$ cat src/rtl/ufs_defines.svh
`ifndef UFS_DEFINES_SVH
`define UFS_DEFINES_SVH

// ----------------------------------------------------------------------------
// Register byte offsets
// ----------------------------------------------------------------------------
`define UFS_ADDR_W 8
`define UFS_OFF_TSTAT 8'h0C
`define UFS_OFF_LEVELS 8'h10
`define UFS_OFF_IRQ_STAT 8'h20
`define UFS_OFF_IRQ_MASK 8'h24

// ----------------------------------------------------------------------------
// Field positions
// ----------------------------------------------------------------------------
`define UFS_BIT_TA_EXP 0
`define UFS_BIT_TB_EXP 1
`define UFS_BIT_TA_GATE 4
`define UFS_BIT_TB_GATE 5
`define UFS_BIT_TA_START 0
`define UFS_BIT_TB_START 1
`define UFS_LVL_RX_LSB 4
`define UFS_LVL_TX_LSB 0
`define UFS_CNT_W 3

// Interrupt status and mask layout.
`define UFS_IRQ_W 4
`define UFS_IRQ_TA 0
`define UFS_IRQ_TB 1
`define UFS_IRQ_RX_FULL 2
`define UFS_IRQ_TX_EMPTY 3

// ----------------------------------------------------------------------------
// Reset values
// ----------------------------------------------------------------------------
`define UFS_RST_GATE 1'b1
`define UFS_RST_EXP 2'h0
`define UFS_RST_IRQ_MASK 4'h0
`define UFS_FIFO_DEPTH 4

`endif

$ cat src/rtl/ufs_pkg.sv
package ufs_pkg;

  // Which register a bus address selects.
  typedef enum logic [2:0] {
    UFS_SEL_NONE = 3'b000,
    UFS_SEL_TSTAT = 3'b001,
    UFS_SEL_LEVELS = 3'b010,
    UFS_SEL_IRQ_STAT = 3'b011,
    UFS_SEL_IRQ_MASK = 3'b100
  } ufs_sel_type;

endpackage

$ cat src/rtl/ufs_status_regs.sv
`include "ufs_defines.svh"

// Summary of operation
// Global timer interrupt bit follows the two timer expired flags.
// Reading the timer status word clears both expired flags, not the gate bits.
// Bits five and four show gate state of timers B and A, no interrupt.
// Timer B terminal-count pulse sets its expired flag, requesting the interrupt.
// Timer A terminal-count pulse sets its expired flag, requesting the interrupt.
// Gate state bits mirror the gate value last written; 1 enables counting.
// Bits six to four report receive FIFO characters, zero to four.
// Bits two to zero report transmit FIFO characters, zero to four.
// Software ignores the timer status word when a timer makes the baud rate.
// Software uses the second instance's own timer interrupts, not polling.
// Software writes reserved bits with their reset value.
// A start command loads the timer; its terminal count sets the flag.
// The gate bit stops counting at 0, allows it at 1, resets enabled.
// Timer interrupt stays while a flag is set; a same-cycle pulse keeps it.
module ufs_status_regs #(
  parameter int FIFO_DEPTH = `UFS_FIFO_DEPTH
) (
  // Clock and reset
  input wire logic clk_sys_i,
  input wire logic nrst_i,
  // Register port
  input wire logic [`UFS_ADDR_W-1:0] addr_i,
  input wire logic [31:0] wdata_i,
  input wire logic wr_i,
  input wire logic rd_i,
  output logic [31:0] rdata_o,
  // Timer side
  input wire logic timer_a_tc_i,
  input wire logic timer_b_tc_i,
  output logic timer_a_start_o,
  output logic timer_b_start_o,
  output logic timer_a_gate_o,
  output logic timer_b_gate_o,
  // FIFO occupancy from the receive and transmit machines
  input wire logic [`UFS_CNT_W-1:0] rx_fifo_count_i,
  input wire logic [`UFS_CNT_W-1:0] tx_fifo_count_i,
  // Interrupts
  output logic global_timer_irq_o,
  output logic irq_o
);

  // --------------------------------------------------------------------------
  // Elaboration checks
  // --------------------------------------------------------------------------
  // The count field is three bits wide, so deeper FIFOs cannot be reported.
  if (FIFO_DEPTH < 1 || FIFO_DEPTH > 7) begin : g_bad_depth
    $error("ufs_status_regs: FIFO_DEPTH must lie in 1..7 to fit the count field");
  end

  localparam logic [`UFS_CNT_W-1:0] DEPTH_C = FIFO_DEPTH[`UFS_CNT_W-1:0];

  // Occupancy beyond the FIFO depth cannot happen; clamp so that a glitch on
  // the count inputs never shows a value outside the documented range.
  function automatic logic [`UFS_CNT_W-1:0] clamp_count(
    input logic [`UFS_CNT_W-1:0] cnt
  );
    clamp_count = (cnt > DEPTH_C) ? DEPTH_C : cnt;
  endfunction

  // Reserved bits of every word read as zero, their reset value.
  function automatic logic [31:0] pack_tstat(
    input logic gate_b,
    input logic gate_a,
    input logic [1:0] expired
  );
    pack_tstat = 32'h00000000;
    pack_tstat[`UFS_BIT_TB_GATE] = gate_b;
    pack_tstat[`UFS_BIT_TA_GATE] = gate_a;
    pack_tstat[`UFS_BIT_TB_EXP] = expired[`UFS_BIT_TB_EXP];
    pack_tstat[`UFS_BIT_TA_EXP] = expired[`UFS_BIT_TA_EXP];
  endfunction

  function automatic logic [31:0] pack_levels(
    input logic [`UFS_CNT_W-1:0] rx_cnt,
    input logic [`UFS_CNT_W-1:0] tx_cnt
  );
    pack_levels = 32'h00000000;
    pack_levels[`UFS_LVL_RX_LSB +: `UFS_CNT_W] = rx_cnt;
    pack_levels[`UFS_LVL_TX_LSB +: `UFS_CNT_W] = tx_cnt;
  endfunction

  function automatic logic [31:0] pack_irq(input logic [`UFS_IRQ_W-1:0] bits);
    pack_irq = 32'h00000000;
    pack_irq[`UFS_IRQ_W-1:0] = bits;
  endfunction

  // --------------------------------------------------------------------------
  // Address decode
  // --------------------------------------------------------------------------
  wire ufs_pkg::ufs_sel_type sel;
  assign sel = (addr_i == `UFS_OFF_TSTAT) ? ufs_pkg::UFS_SEL_TSTAT :
               (addr_i == `UFS_OFF_LEVELS) ? ufs_pkg::UFS_SEL_LEVELS :
               (addr_i == `UFS_OFF_IRQ_STAT) ? ufs_pkg::UFS_SEL_IRQ_STAT :
               (addr_i == `UFS_OFF_IRQ_MASK) ? ufs_pkg::UFS_SEL_IRQ_MASK :
               ufs_pkg::UFS_SEL_NONE;

  // The timer status word shares its offset with the write-only control word:
  // a write there is a timer command, a read there is the status.
  wire wr_tctrl;
  wire rd_tstat;
  wire wr_irq_stat;
  wire wr_irq_mask;
  assign wr_tctrl = wr_i && (sel == ufs_pkg::UFS_SEL_TSTAT);
  assign rd_tstat = rd_i && (sel == ufs_pkg::UFS_SEL_TSTAT);
  assign wr_irq_stat = wr_i && (sel == ufs_pkg::UFS_SEL_IRQ_STAT);
  assign wr_irq_mask = wr_i && (sel == ufs_pkg::UFS_SEL_IRQ_MASK);

  // --------------------------------------------------------------------------
  // Timer control: gates and start commands
  // --------------------------------------------------------------------------
  logic gate_a_q;
  logic gate_b_q;
  logic gate_a_d;
  logic gate_b_d;
  logic start_a_q;
  logic start_b_q;
  wire start_a_d;
  wire start_b_d;

  assign gate_a_d = wr_tctrl ? wdata_i[`UFS_BIT_TA_GATE] : gate_a_q;
  assign gate_b_d = wr_tctrl ? wdata_i[`UFS_BIT_TB_GATE] : gate_b_q;
  // Start is a one-cycle pulse to the counter, which loads its count value.
  assign start_a_d = wr_tctrl && wdata_i[`UFS_BIT_TA_START];
  assign start_b_d = wr_tctrl && wdata_i[`UFS_BIT_TB_START];

  // Every control write rewrites both gates, so a start must carry the gates too.
  always_ff @(posedge clk_sys_i or negedge nrst_i) begin
    if (!nrst_i) begin
      gate_a_q <= `UFS_RST_GATE;
      gate_b_q <= `UFS_RST_GATE;
    end else begin
      gate_a_q <= gate_a_d;
      gate_b_q <= gate_b_d;
    end
  end

  always_ff @(posedge clk_sys_i or negedge nrst_i) begin
    if (!nrst_i) begin
      start_a_q <= 1'b0;
      start_b_q <= 1'b0;
    end else begin
      start_a_q <= start_a_d;
      start_b_q <= start_b_d;
    end
  end

  // --------------------------------------------------------------------------
  // Timer expired flags
  // --------------------------------------------------------------------------
  wire [1:0] exp_set;
  wire [1:0] exp_clr;
  wire [1:0] exp_flag;

  assign exp_set[`UFS_BIT_TA_EXP] = timer_a_tc_i;
  assign exp_set[`UFS_BIT_TB_EXP] = timer_b_tc_i;
  // Only the expired flags are cleared by the read; gate bits are separate.
  assign exp_clr = {2{rd_tstat}};

  ufs_sticky_flag #(
    .WIDTH(2)
  ) u_exp_flags (
    .clk_sys_i(clk_sys_i),
    .nrst_i(nrst_i),
    .set_i(exp_set),
    .clr_i(exp_clr),
    .flag_o(exp_flag)
  );

  // The indication is taken from the flags' next state so it falls in the
  // same cycle the read data appear, yet a pulse during the read keeps it.
  wire [1:0] exp_next;
  wire timer_irq_d;
  assign exp_next = exp_set | (exp_flag & ~exp_clr);
  assign timer_irq_d = |exp_next;

  // --------------------------------------------------------------------------
  // FIFO occupancy
  // --------------------------------------------------------------------------
  logic [`UFS_CNT_W-1:0] rx_cnt_q;
  logic [`UFS_CNT_W-1:0] tx_cnt_q;
  wire [`UFS_CNT_W-1:0] rx_cnt_d;
  wire [`UFS_CNT_W-1:0] tx_cnt_d;
  assign rx_cnt_d = clamp_count(rx_fifo_count_i);
  assign tx_cnt_d = clamp_count(tx_fifo_count_i);

  always_ff @(posedge clk_sys_i or negedge nrst_i) begin
    if (!nrst_i) begin
      rx_cnt_q <= '0;
      tx_cnt_q <= '0;
    end else begin
      rx_cnt_q <= rx_cnt_d;
      tx_cnt_q <= tx_cnt_d;
    end
  end

  // --------------------------------------------------------------------------
  // Interrupt status and mask
  // --------------------------------------------------------------------------
  // Events: each timer expiry, receive FIFO reaching full and transmit FIFO
  // draining to empty. Level events fire only on the change, so software can
  // clear them without them coming straight back.
  wire rx_full_evt;
  wire tx_empty_evt;
  assign rx_full_evt = (rx_cnt_d == DEPTH_C) && (rx_cnt_q != DEPTH_C);
  assign tx_empty_evt = (tx_cnt_d == '0) && (tx_cnt_q != '0);

  wire [`UFS_IRQ_W-1:0] irq_set;
  wire [`UFS_IRQ_W-1:0] irq_clr;
  wire [`UFS_IRQ_W-1:0] irq_stat;
  assign irq_set[`UFS_IRQ_TA] = timer_a_tc_i;
  assign irq_set[`UFS_IRQ_TB] = timer_b_tc_i;
  assign irq_set[`UFS_IRQ_RX_FULL] = rx_full_evt;
  assign irq_set[`UFS_IRQ_TX_EMPTY] = tx_empty_evt;
  assign irq_clr = wr_irq_stat ? wdata_i[`UFS_IRQ_W-1:0] : '0;

  ufs_sticky_flag #(
    .WIDTH(`UFS_IRQ_W)
  ) u_irq_stat (
    .clk_sys_i(clk_sys_i),
    .nrst_i(nrst_i),
    .set_i(irq_set),
    .clr_i(irq_clr),
    .flag_o(irq_stat)
  );

  logic [`UFS_IRQ_W-1:0] irq_mask_q;
  wire [`UFS_IRQ_W-1:0] irq_mask_d;
  assign irq_mask_d = wr_irq_mask ? wdata_i[`UFS_IRQ_W-1:0] : irq_mask_q;

  wire [`UFS_IRQ_W-1:0] irq_stat_next;
  wire irq_d;
  assign irq_stat_next = irq_set | (irq_stat & ~irq_clr);
  assign irq_d = |(irq_stat_next & irq_mask_d);

  always_ff @(posedge clk_sys_i or negedge nrst_i) begin
    if (!nrst_i) begin
      irq_mask_q <= `UFS_RST_IRQ_MASK;
    end else begin
      irq_mask_q <= irq_mask_d;
    end
  end

  // --------------------------------------------------------------------------
  // Read data
  // --------------------------------------------------------------------------
  // Gate bits sit beside the flags but feed no interrupt term above.
  wire [31:0] tstat_word;
  wire [31:0] levels_word;
  wire [31:0] irq_stat_word;
  wire [31:0] irq_mask_word;
  wire [31:0] rd_word;

  assign tstat_word = pack_tstat(gate_b_q, gate_a_q, exp_flag);
  assign levels_word = pack_levels(rx_cnt_q, tx_cnt_q);
  assign irq_stat_word = pack_irq(irq_stat);
  assign irq_mask_word = pack_irq(irq_mask_q);

  // Unmapped offsets read as zero; read data stand for one cycle only.
  assign rd_word = !rd_i ? 32'h00000000 :
                   (sel == ufs_pkg::UFS_SEL_TSTAT) ? tstat_word :
                   (sel == ufs_pkg::UFS_SEL_LEVELS) ? levels_word :
                   (sel == ufs_pkg::UFS_SEL_IRQ_STAT) ? irq_stat_word :
                   (sel == ufs_pkg::UFS_SEL_IRQ_MASK) ? irq_mask_word :
                   32'h00000000;

  // --------------------------------------------------------------------------
  // Output registers
  // --------------------------------------------------------------------------
  logic [31:0] rdata_q;
  logic timer_irq_q;
  logic irq_q;

  always_ff @(posedge clk_sys_i or negedge nrst_i) begin
    if (!nrst_i) begin
      rdata_q <= 32'h00000000;
    end else begin
      rdata_q <= rd_word;
    end
  end

  always_ff @(posedge clk_sys_i or negedge nrst_i) begin
    if (!nrst_i) begin
      timer_irq_q <= 1'b0;
    end else begin
      timer_irq_q <= timer_irq_d;
    end
  end

  always_ff @(posedge clk_sys_i or negedge nrst_i) begin
    if (!nrst_i) begin
      irq_q <= 1'b0;
    end else begin
      irq_q <= irq_d;
    end
  end

  assign rdata_o = rdata_q;
  assign global_timer_irq_o = timer_irq_q;
  assign irq_o = irq_q;
  assign timer_a_start_o = start_a_q;
  assign timer_b_start_o = start_b_q;
  assign timer_a_gate_o = gate_a_q;
  assign timer_b_gate_o = gate_b_q;

endmodule

$ cat src/rtl/ufs_sticky_flag.sv
`include "ufs_defines.svh"

module ufs_sticky_flag #(
  parameter int WIDTH = 2
) (
  // Clock and reset
  input wire logic clk_sys_i,
  input wire logic nrst_i,
  // Per-bit set and clear
  input wire logic [WIDTH-1:0] set_i,
  input wire logic [WIDTH-1:0] clr_i,
  // Flag state
  output logic [WIDTH-1:0] flag_o
);

  if (WIDTH < 1) begin : g_bad_width
    $error("ufs_sticky_flag: WIDTH must be at least 1");
  end

  logic [WIDTH-1:0] flag_q;
  logic [WIDTH-1:0] flag_d;

  // A set in the same cycle as a clear wins, so no event is lost.
  assign flag_d = set_i | (flag_q & ~clr_i);

  always_ff @(posedge clk_sys_i or negedge nrst_i) begin
    if (!nrst_i) begin
      flag_q <= '0;
    end else begin
      flag_q <= flag_d;
    end
  end

  assign flag_o = flag_q;

endmodule

$ cat config.mk
export PLATFORM = sky130hd
export DESIGN_NAME = ufs_status_regs
export DESIGN_NICKNAME = d
export VERILOG_FILES = /design/src/rtl/ufs_pkg.sv /design/src/rtl/ufs_status_regs.sv /design/src/rtl/ufs_sticky_flag.sv
export VERILOG_INCLUDE_DIRS = /design/src /design/src/rtl
export SDC_FILE = /design/constraint.sdc
export NUM_CORES = 1
export LEC_CHECK = 0
export BUFFER_PORTS_ARGS = -buffer_cell sky130_fd_sc_hd__buf_4
export CAP_MARGIN = 10
export CORE_ASPECT_RATIO = 1.75
export CORE_MARGIN = 1
export CORE_UTILIZATION = 43
export CTS_CLUSTER_SIZE = 40
export DETAILED_ROUTE_END_ITERATION = 8
export PLACE_DENSITY = 0.77
export SYNTH_ARGS = -nofsm -noshare
export SYNTH_HDL_FRONTEND = slang
export SYNTH_HIERARCHICAL = 1
export SYNTH_SLANG_ARGS = --single-unit
$ cat constraint.sdc
create_clock -name clk_sys_i -period 1.2 [get_ports clk_sys_i]
set_clock_uncertainty 0.1 [all_clocks]
set_input_delay 0.06 -clock clk_sys_i [delete_from_list [all_inputs] [get_ports clk_sys_i]]
set_output_delay 0.06 -clock clk_sys_i [all_outputs]
set_load 0.01 [all_outputs]
# Word-level counts from Yosys, hierarchy flattened
# Index checks and enable logic that the tools add are counted.
dict set report totals {
  latch_bits 0
  rom_bits 0
  memories 0
  wordCells 56
  ramBits 0
  register_bits 54
}
dict set report classes {
  div 0
  n_mux 13
  magnitude_cmp 2
  shifts 0
  n_reduce_logical 12
  bitwise 7
  multipliers 0
  n_eq_ne 10
  n_addsub 0
}
# op n
set op_table {}
lappend op_table {{7-bit 2-to-1 mux} 3}
lappend op_table {{3-bit 2-to-1 mux} 6}
lappend op_table {{8-bit by 6-bit equality test with 1-bit output, second input constant} 2}
lappend op_table {{4-bit 2-to-1 mux} 4}
lappend op_table {{4-bit bitwise AND} 2}
lappend op_table {{8-bit by 4-bit equality test with 1-bit output, second input constant} 1}
lappend op_table {{8-bit by 5-bit equality test with 1-bit output, second input constant} 1}
lappend op_table {{1-bit logical AND} 8}
lappend op_table {{3-bit by 2-bit equality test with 1-bit output, second input constant} 2}
lappend op_table {{3-bit equality test, second input constant} 2}
lappend op_table {{3-bit > comparator, second input constant} 2}
lappend op_table {{4-bit NOT} 1}
lappend op_table {{4-bit OR} 1}
lappend op_table {{4-bit OR reduction} 1}
lappend op_table {{3-bit by 1-bit equality test with 1-bit output, second input constant} 1}
lappend op_table {{3-bit zero test} 1}
lappend op_table {{3-bit inequality test, second input constant} 1}
lappend op_table {{3-bit nonzero test} 1}
lappend op_table {{2-bit bitwise AND} 1}
lappend op_table {{2-bit NOT} 1}
lappend op_table {{2-bit OR} 1}
lappend op_table {{2-bit OR reduction} 1}

# Longest topological paths before layout
# Gate-level depths: netlist of run 1.
dict set report logic_depth {
  ltp_word 13
  depth_mapped 6
}

# Modules after synthesis
# Netlist of run 1, hierarchy kept.
# module area_per_inst_um2 instances cells_each seq_area_each_um2
set modules_own_cells {}
lappend modules_own_cells {ufs_status_regs 1333.8 1 134 578.1}
lappend modules_own_cells {{ufs_sticky_flag at u_irq_stat} 145.1 1 12 100.1}
lappend modules_own_cells {{ufs_sticky_flag at u_exp_flags} 72.6 1 6 50.0}

# Least setup slack after synthesis of run 1
# Ideal clock, no wire load.
dict set report synth_timing {
  kind {input -> register}
  startpoint {input port addr_i[7]}
  endpoint {register u_exp_flags.flag_q[0], in the netlist u_exp_flags/flag_o[0]}
  cell_stages 5
  t_arrival_ps 1404
  n_path_buf 0
  t_required_ps 982
  path_slack_ps -422
  cell_sequence {or4_4 nor4_4 and2_2 inv_1 a21o_1}
}
dict set report synth_via {
  elab_chain_len 10
  word_cells_on_any_way 13
  classes_between {eq/ne (5); mux (4); bitwise (3); reduce/logical (1)}
}
# element line
set synth_lines {}
lappend synth_lines {{start: declaration} ufs_status_regs.sv:25} ;# input wire logic [`UFS_ADDR_W-1:0] addr_i,
lappend synth_lines {{8-bit by 6-bit equality test with 1-bit output (no source line)} -}
lappend synth_lines {{3-bit 2-to-1 mux} ufs_status_regs.sv:97} ;# (addr_i == `UFS_OFF_IRQ_MASK) ? ufs_pkg::UFS_SEL_IRQ_MASK :
lappend synth_lines {{3-bit 2-to-1 mux} ufs_status_regs.sv:96} ;# (addr_i == `UFS_OFF_IRQ_STAT) ? ufs_pkg::UFS_SEL_IRQ_STAT :
lappend synth_lines {{3-bit 2-to-1 mux} ufs_status_regs.sv:95} ;# (addr_i == `UFS_OFF_LEVELS) ? ufs_pkg::UFS_SEL_LEVELS :
lappend synth_lines {{3-bit 2-to-1 mux *} ufs_status_regs.sv:94} ;# assign sel = (addr_i == `UFS_OFF_TSTAT) ? ufs_pkg::UFS_SEL_TSTAT :
lappend synth_lines {{3-bit by 1-bit equality test with 1-bit output *} ufs_status_regs.sv:107} ;# assign rd_tstat = rd_i && (sel == ufs_pkg::UFS_SEL_TSTAT);
lappend synth_lines {{1-bit logical AND *} ufs_status_regs.sv:107}
lappend synth_lines {{named net rd_tstat} ufs_status_regs.sv:103} ;# wire rd_tstat;
lappend synth_lines {{2-bit NOT *} ufs_sticky_flag.sv:24} ;# assign flag_d = set_i | (flag_q & ~clr_i);
lappend synth_lines {{2-bit bitwise AND *} ufs_sticky_flag.sv:24}
lappend synth_lines {{2-bit OR *} ufs_sticky_flag.sv:24}
lappend synth_lines {{named net u_exp_flags.flag_d[0]} ufs_sticky_flag.sv:21} ;# logic [WIDTH-1:0] flag_d;
lappend synth_lines {{end signal: assignment} ufs_sticky_flag.sv:30} ;# flag_q <= flag_d;
lappend synth_lines {{end: declaration} ufs_sticky_flag.sv:20} ;# logic [WIDTH-1:0] flag_q;
# Mark *: on every way through the listed nets, which the timed path passes. The rest lies on a longest branch.
# A chain may end at the register's enable or synchronous reset.

# Final worst setup path of run 1
dict set report layout_timing {
  startpoint {input port addr_i[0]}
  endpoint {register u_exp_flags.flag_q[1], in the netlist u_exp_flags/flag_o[1]}
}
# The elaborated chain is that of the path after synthesis.

==> metrics.md, run 1 <==
| Metric | Value |
|---|---|
| Crit path max-delay family | simple AND/OR/NAND/NOR gates |
| Die span in y | 81.46 µm |
| Setup Crit Path Kind | in2reg |
| Die area | 3862 µm² |
| Synth-to-Final Area Change | 43.71% |
| Final worst setup slack | -0.2060 ns |
| DRT iter0 DRCs | 13 |
| Synth warnings | 6 |
| Sequential power share | 47.5% |
| Cell Rows | 28 |
| Syn Inst Count | 152 |
| Reg2Reg Capture Point | irq_o |
| Drt wl/cell | 12.19 µm |
| Antenna Diode Count | 0 |
| Post-CTS setup buffers | 0 |
| Vias in the first global route | 1,244 |
| Worst Reg-to-Reg Cells | 4 |
| Hold path depth | 4 |
| Slowest cell on crit path | or4_4 |
| GRT Overall Usage | 20.20% |
| Final setup vio count | 16 |
| Worst r2r src | tx_cnt_q[2] |
| Number of iterations in the first detailed-routing pass | 4 |
| Synthesized area | 1551 µm² |
| Hold_sp | wdata_i[2] |
| Final wirelength | 3.339 mm |
| Post-synthesis register bit count | 29 |
| Core Util, Final | 65.61% |
| Clk network pwr share | 37.1% |
| Clk pin slew, worst setup/hold paths | 0.06 ns |
| Buffers on Ports | 38 |
| Die width | 47.41 µm |
| Worst stage delay on the critical path | 0.56 ns |
| Post-DRT Antenna Nets | 0 |
| Net Sw Frac | 23.79% |
| Pins Over Slew Limit | 0 |
| Core ar. | 3398 µm² |
| Leakage power | 1.097 nW |
| IO Count | 90 |
| Synth Area per Inst | 10.21 µm² |
| Final period util | 117.2% |
| Ranking of synthesized cells by area | dfrtp_1 44%, buf_4 13%, dfstp_2 3.4%, inv_1 3.4%, nor2b_1 3.2% |
| Antenna violations before repair | 0 |
| Clock sink total | 29 |
| CTS tree | yes |
| Placed cell areas | 1947 µm² |
| Maxcap violations | 0 |
| NumNets Final | 280 |
| Register area share after synthesis | 46.94% |
| Clk_lat worst skew | 0.28 ns |
| Layout cells sized above 1 | 37.12% |
| Top Usage Layer GRT | met2 |
| Violated checks | setup timing |
| Crit-path cells | buf_6 -> or4_4 -> nor4_4 -> buf_4 -> and2_4 -> inv_1 -> a21o_1 |
| Grt met2 use | 32.47% |
| Worst setup SP type | input pin |
| VDD IR max | 0.6479 mV |
| Residual DRC count | 0 |
| Outcome | finished, violations left |
| Max FO, Critical Path | 5 |
| Synth top area share | 43.55% |
| Logic gate share of total power | 15.4% |
| Worst R2R Setup Slack | 0.01 ns |
| First-pass GRT wire length | 5.388 mm |
| Minimum clock period | 1.406 ns |
| RSZ-0062 raised after global routing | yes |
| CTS H-tree depth | 2 |
| Sw power | 0.5135 mW |
| Fin. Hold Viols | 0 |
| Initial Util | 45.66% |
| Dpl hpwl | 2.363 mm |
| Met3 Use GR | 5.934% |
| Routability cong. | 0.8248 |
| Maximum clock frequency | 711.2 MHz |
| Design area | 2230 µm² |
| Largest net degree at the start of global routing | 30 |
| Critical path arrival | 1.47 ns |
| Yosys cell types | 37 |
| Congestion Overflow GR | 0 |
| Worst Path Required | 1.27 ns |
| Post-synth top area cell | dfrtp_1 |
| Hold_ws | 0.04504 ns |
| Hold path endpoint | irq_mask_q[2] |
| Vias per cell | 4.679 |
| Cell-internal power | 1.645 mW |
| Via count | 1,282 |
| Setup crit end kind | register |
| Met1 GRT Util | 21.63% |
| Num CTS Buffers | 5 |
| Hold Path Class | in2reg |
| Power per Cell Area | 967.9 nW/µm² |
| Root Buffer | clkbuf_8 |
| PnR Total Power | 2.158 mW |
| Crit path buf inv count | 3 |
| CTS max path bufs | 2 |
worst reg2reg max path, stage by stage, from the launching register on:
cell and delay, ns:
dfrtp_1 0.40, nor3_4 0.23, nor4_4 0.06, o22ai_1 0.12
o2111ai_1 0.14
worst max-delay path by stage:
stage	from	end	cells after the start
floorplan	addr_i[7]	u_exp_flags/flag_o[0]	5
global placement	addr_i[7]	u_exp_flags/flag_o[0]	7
CTS	addr_i[0]	u_exp_flags/flag_o[1]	7
global route	addr_i[0]	u_exp_flags/flag_o[1]	7
finish	addr_i[0]	u_exp_flags/flag_o[1]	7
detailed placement	addr_i[7]	u_exp_flags/flag_o[1]	7
cells in the mapped netlist:
cell and number:
mux2i_1 4, inv_1 14, o22ai_1 3, dfrtp_1 27, nand2b_1 1, or2_2 3
buf_4 26, o21ai_0 2, a22oi_1 4, a21o_1 6, a31oi_1 3, and3_1 5
and3_2 2, nor4b_1 1, nor4_4 1, and4_1 3, o2bb2ai_1 1, nor3_1 2
and2_2 1, conb_1 1, a21boi_0 2, and4bb_2 1, nand2_2 1, nor3b_1 3
dfstp_2 2, nor2_1 5, nand2_1 3, clkbuf_1 4, o2111ai_1 1, a41oi_1 3
and2_0 1, a21oi_1 2, nand4_1 1, mux2_1 2, nor2b_1 8, or4_4 1
nor4_1 2
through the flow:
step / instances / setup slack, ns / TNS [ns]
global route: 274 / -0.2359 / -2.731
floorplan: 176 / -0.4165 / -4.590
CTS: 274 / -0.1852 / -1.728
global placement: 251 / -0.4574 / -7.916
detailed placement: 251 / -0.4915 / -7.876
finish: 274 / -0.2060 / -1.953
registers in the layout, indices dropped and copies added (netlist names):
name,count
timer_b_start_o,1
timer_a_gate_o,1
u_irq_stat/flag_o,4
timer_a_start_o,1
tx_cnt_q,3
rdata_o,7
irq_mask_q,4
rx_cnt_q,3
global_timer_irq_o,1
irq_o,1
u_exp_flags/flag_o,2
timer_b_gate_o,1
repair_timing:
item / CTS / global route
setup endpoints to repair: 17 / 18
resized for setup: 7 / 4
hold buffers: 15 / 0
hold endpoints to repair: 52 / 0
pin swaps: 2 / 0
gates cloned: 0 / 0
per-layer routing:
| layer | routed length [µm] | up-vias |
|---|---|---|
| met5 | 0 | - |
| met4 | 139 | 0 |
| li1 | - | 623 |
| met1 | 1243 | 592 |
| met3 | 175 | 11 |
| met2 | 1780 | 56 |
layout by cell type (no fill, tap or decap), types with 3 or more instances in the layout:
cell type	netlist	final
buf_4	26	58
dfrtp_1	27	27
conb_1	1	25
dlygate4sd3_1	0	15
inv_1	14	13
nor2b_1	8	8
clkbuf_8	0	6
a21o_1	6	6
and3_1	5	5
nor2_1	5	5
a22oi_1	4	4
nand2_1	3	3
mux2i_1	4	3
and4_1	3	3
a31oi_1	3	3
or2_2	3	3
a41oi_1	3	3
o22ai_1	3	3
power by group through the flow:
stage / Clock [mW] / Sequential [mW] / Combinational [mW]
3_5_place_dp: 0 / 1.04 / 0.277
4_1_cts: 0.816 / 1.02 / 0.322
3_3_place_gp: 0 / 1.04 / 0.275
5_1_grt: 0.855 / 1.03 / 0.364
6_report: 0.801 / 1.03 / 0.331
2_1_floorplan: 0 / 1.04 / 0.178
kinds of logic (layout without fill, tap and decap cells):
family	after synthesis	count (layout)	share of synthesized area [%]
simple gates	45	45	19.52
compound gates	27	27	12.34
mux	6	6	4.032
other cells	1	25	0.2417
flops	29	29	46.94
buf+inv	44	97	16.94
cell type report:
cell class              count  area, µm²
flip-flops and latches     29      728.2
inverters                  14      52.55
multi-input cells         103      694.4
clock buffers               8      90.09
well taps                  45      56.30
fillers                   293       1169
repair buffers             75      608.1
(Power assumes the default switching activity.)
==> run 2: changes to the inputs <==
Settings changed: CORE_MARGIN 1 to 5.
==> run 2 against run 1 <==
Net effect: the flow still finishes with violations (setup timing); non-clock buffer count down 1; flip-flop and latch count unchanged; power up 3.1%; via count up 2.6%; final cell count unchanged; cell area up 0.28%; utilization down 2.7 points; maximum frequency down 1.6%; register-to-register slack about the same; worst setup slack worse by 0.024 ns.
==> metrics.md, run 2 (synthesis results as in run 1) <==
| Metric | Value |
|---|---|
| CTS H-tree depth | 2 (unchanged) |
| VDD IR max | 0.6212 mV (-4.1%) |
| Num CTS Buffers | 5 (unchanged) |
| Number of iterations in the first detailed-routing pass | 4 (unchanged) |
| Max FO, Critical Path | 4 (-1) |
| Pins Over Slew Limit | 0 (unchanged) |
| Final setup vio count | 17 (+1) |
| Cell Rows | 29 (+3.6%) |
| Final wirelength | 3.709 mm (+11%) |
| Layout cells sized above 1 | 39.47% (+2.4 points) |
| Maximum clock frequency | 699.5 MHz (-1.6%) |
| Root Buffer | clkbuf_8 |
| Slowest cell on crit path | or4_4 |
| Maxcap violations | 0 (unchanged) |
| Die area | 4957 µm² (+28%) |
| Buffers on Ports | 38 (unchanged) |
| Fill cells | 294 (+0.34%) |
| Post-CTS setup buffers | 0 (unchanged) |
| Initial Util | 43.63% (-2.0 points) |
| GRT Overall Usage | 15.93% (-4.3 points) |
| Hold_ws | 0.05120 ns (+0.006161 ns) |
| Worst stage delay on the critical path | 0.56 ns (about the same) |
| Final period util | 119.1% (+2.0 points) |
| Most common cell after layout, fill and taps aside | buf_4 |
| Post-DRT Antenna Nets | 0 (unchanged) |
| Die span in y | 89.46 µm (+9.8%) |
| Crit path buf inv count | 2 (-1) |
| DRT iter0 DRCs | 18 (+5) |
| Dpl hpwl | 2.727 mm (+15%) |
| Minimum clock period | 1.430 ns (+0.02357 ns) |
| Final worst setup slack | -0.2296 ns (-0.02357 ns) |
| Critical path arrival | 1.50 ns (+0.03 ns) |
| Synth-to-Final Area Change | 44.11% |
| RSZ-0062 raised after global routing | yes |
| Via count | 1,315 (+2.6%) |
| Crit path max-delay family | simple AND/OR/NAND/NOR gates |
| Setup crit end kind | register |
| Congestion Overflow GR | 0 (unchanged) |
| Vias in the first global route | 1,374 (+10%) |
| Clock sink total | 29 (unchanged) |
| First-pass GRT wire length | 6.113 mm (+13%) |
| Clk_lat worst skew | 0.28 ns (about the same) |
| NumNets Final | 279 (-0.36%) |
| Crit-path cells | buf_6 -> or4_4 -> nor4_4 -> buf_4 -> and4bb_2 |
| Drt wl/cell | 13.54 µm (+11%) |
| Worst setup SP type | input pin |
| Core ar. | 3556 µm² (+4.6%) |
| CTS tree | yes |
| Die width | 55.41 µm (+17%) |
| Antenna violations before repair | 0 (unchanged) |
| Power per Cell Area | 994.9 nW/µm² (+2.8%) |
| Largest net degree at the start of global routing | 30 (unchanged) |
| Clk pin slew, worst setup/hold paths | 0.06 ns (about the same) |
| Leakage power | 1.097 nW (about the same) |
| Worst Path Required | 1.27 ns (about the same) |
| Outcome | finished, violations left |
| IO Count | 90 (unchanged) |
| Area occupied by multi-input gates | 695.7 µm² (+0.18%) |
| Setup Crit Path Kind | in2reg |
| Core Util, Final | 62.88% (-2.7 points) |
| Residual DRC count | 0 (unchanged) |
| Violated checks | setup timing |
| CTS max path bufs | 2 (unchanged) |
| Antenna Diode Count | 0 (unchanged) |
| Hold Path Class | in2reg |
| Max reg flops | 7 (unchanged) |
| Vias per cell | 4.799 (+2.6%) |
| Routability cong. | 0.7543 (-8.5%) |
| Fin. Hold Viols | 0 (unchanged) |
| Final TNS setup | -2.393 ns (-0.4398 ns) |
| Sequential Area | 728.2 µm² (unchanged) |
| Most frequent cells in the layout | 57 x buf_4, 27 x dfrtp_1, 25 x conb_1 |
run 2: cell count changes in the layout (fill, tap and decap cells not counted), sizes merged:
cell    change
clkbuf      -1
clkinv      +1
buf         -1
run 2: worst reg2reg max path: stages, from the launching register on:
cell       delay (ns)
dfrtp_1          0.40
nor2_1           0.12
a21boi_1         0.10
a21oi_1          0.16
o2111ai_1        0.15
run 2: cell type report:
| class | instances | area share (%) |
|---|---|---|
| flip-flops and latches | 29 | 32.57 |
| clock buffers | 7 | 4.309 |
| multi-input cells | 103 | 31.11 |
| clock inverters | 1 | 0.2238 |
| well taps | 46 | 2.574 |
| inverters | 14 | 2.350 |
| repair buffers | 74 | 26.86 |
run 2: path summary, 6_finish.rpt:
check / slack, ns / endpoint / startpoint / cells past startpoint
min in group asynchronous: 0.14 / irq_o / nrst_i / 2
max in group asynchronous: 0.55 / timer_b_gate_o / nrst_i / 2
hold reg to reg: 0.39 / u_irq_stat/flag_o[1] / u_irq_stat/flag_o[1] / 1
setup reg to reg: 0.02 / irq_o / rx_cnt_q[1] / 4
hold / removal: 0.05 / irq_mask_q[2] / wdata_i[2] / 4
setup / recovery: -0.23 / rdata_o[3] / addr_i[7] / 5
run 2: metrics by stage:
stage	cell area [µm²]	power (mW)	setup slack, ns	cells
4_1_cts	2231	2.234	-0.2215	274
5_1_grt	2236	2.312	-0.2772	274
6_report	2236	2.225	-0.2296	274
3_5_place_dp	1941	1.317	-0.5307	251
2_1_floorplan	1652	1.215	-0.4165	176
3_3_place_gp	1941	1.313	-0.5189	251
run 2: power breakdown:
group / leakage, nW / switching, mW / internal [mW]
sequential: 0.333 / 0.0180 / 1.01
combinational: 0.710 / 0.159 / 0.169
clock: 0.0542 / 0.355 / 0.517
run 2: routing by layer:
layer	part of all wire (%)	vias to the layer above	track usage (%)
met4	2.5	0	8.628
met2	57	48	31.03
met5	0	-	0
li1	-	621	-
met3	6.0	8	4.046
met1	35	638	15.08
run 2: timing repair:
action	in CTS	in global routing
hold buffers	15	0
gates resized for setup	13	1
hold endpoints to repair	51	0
setup endpoints to repair	17	17
pin swaps	5	0
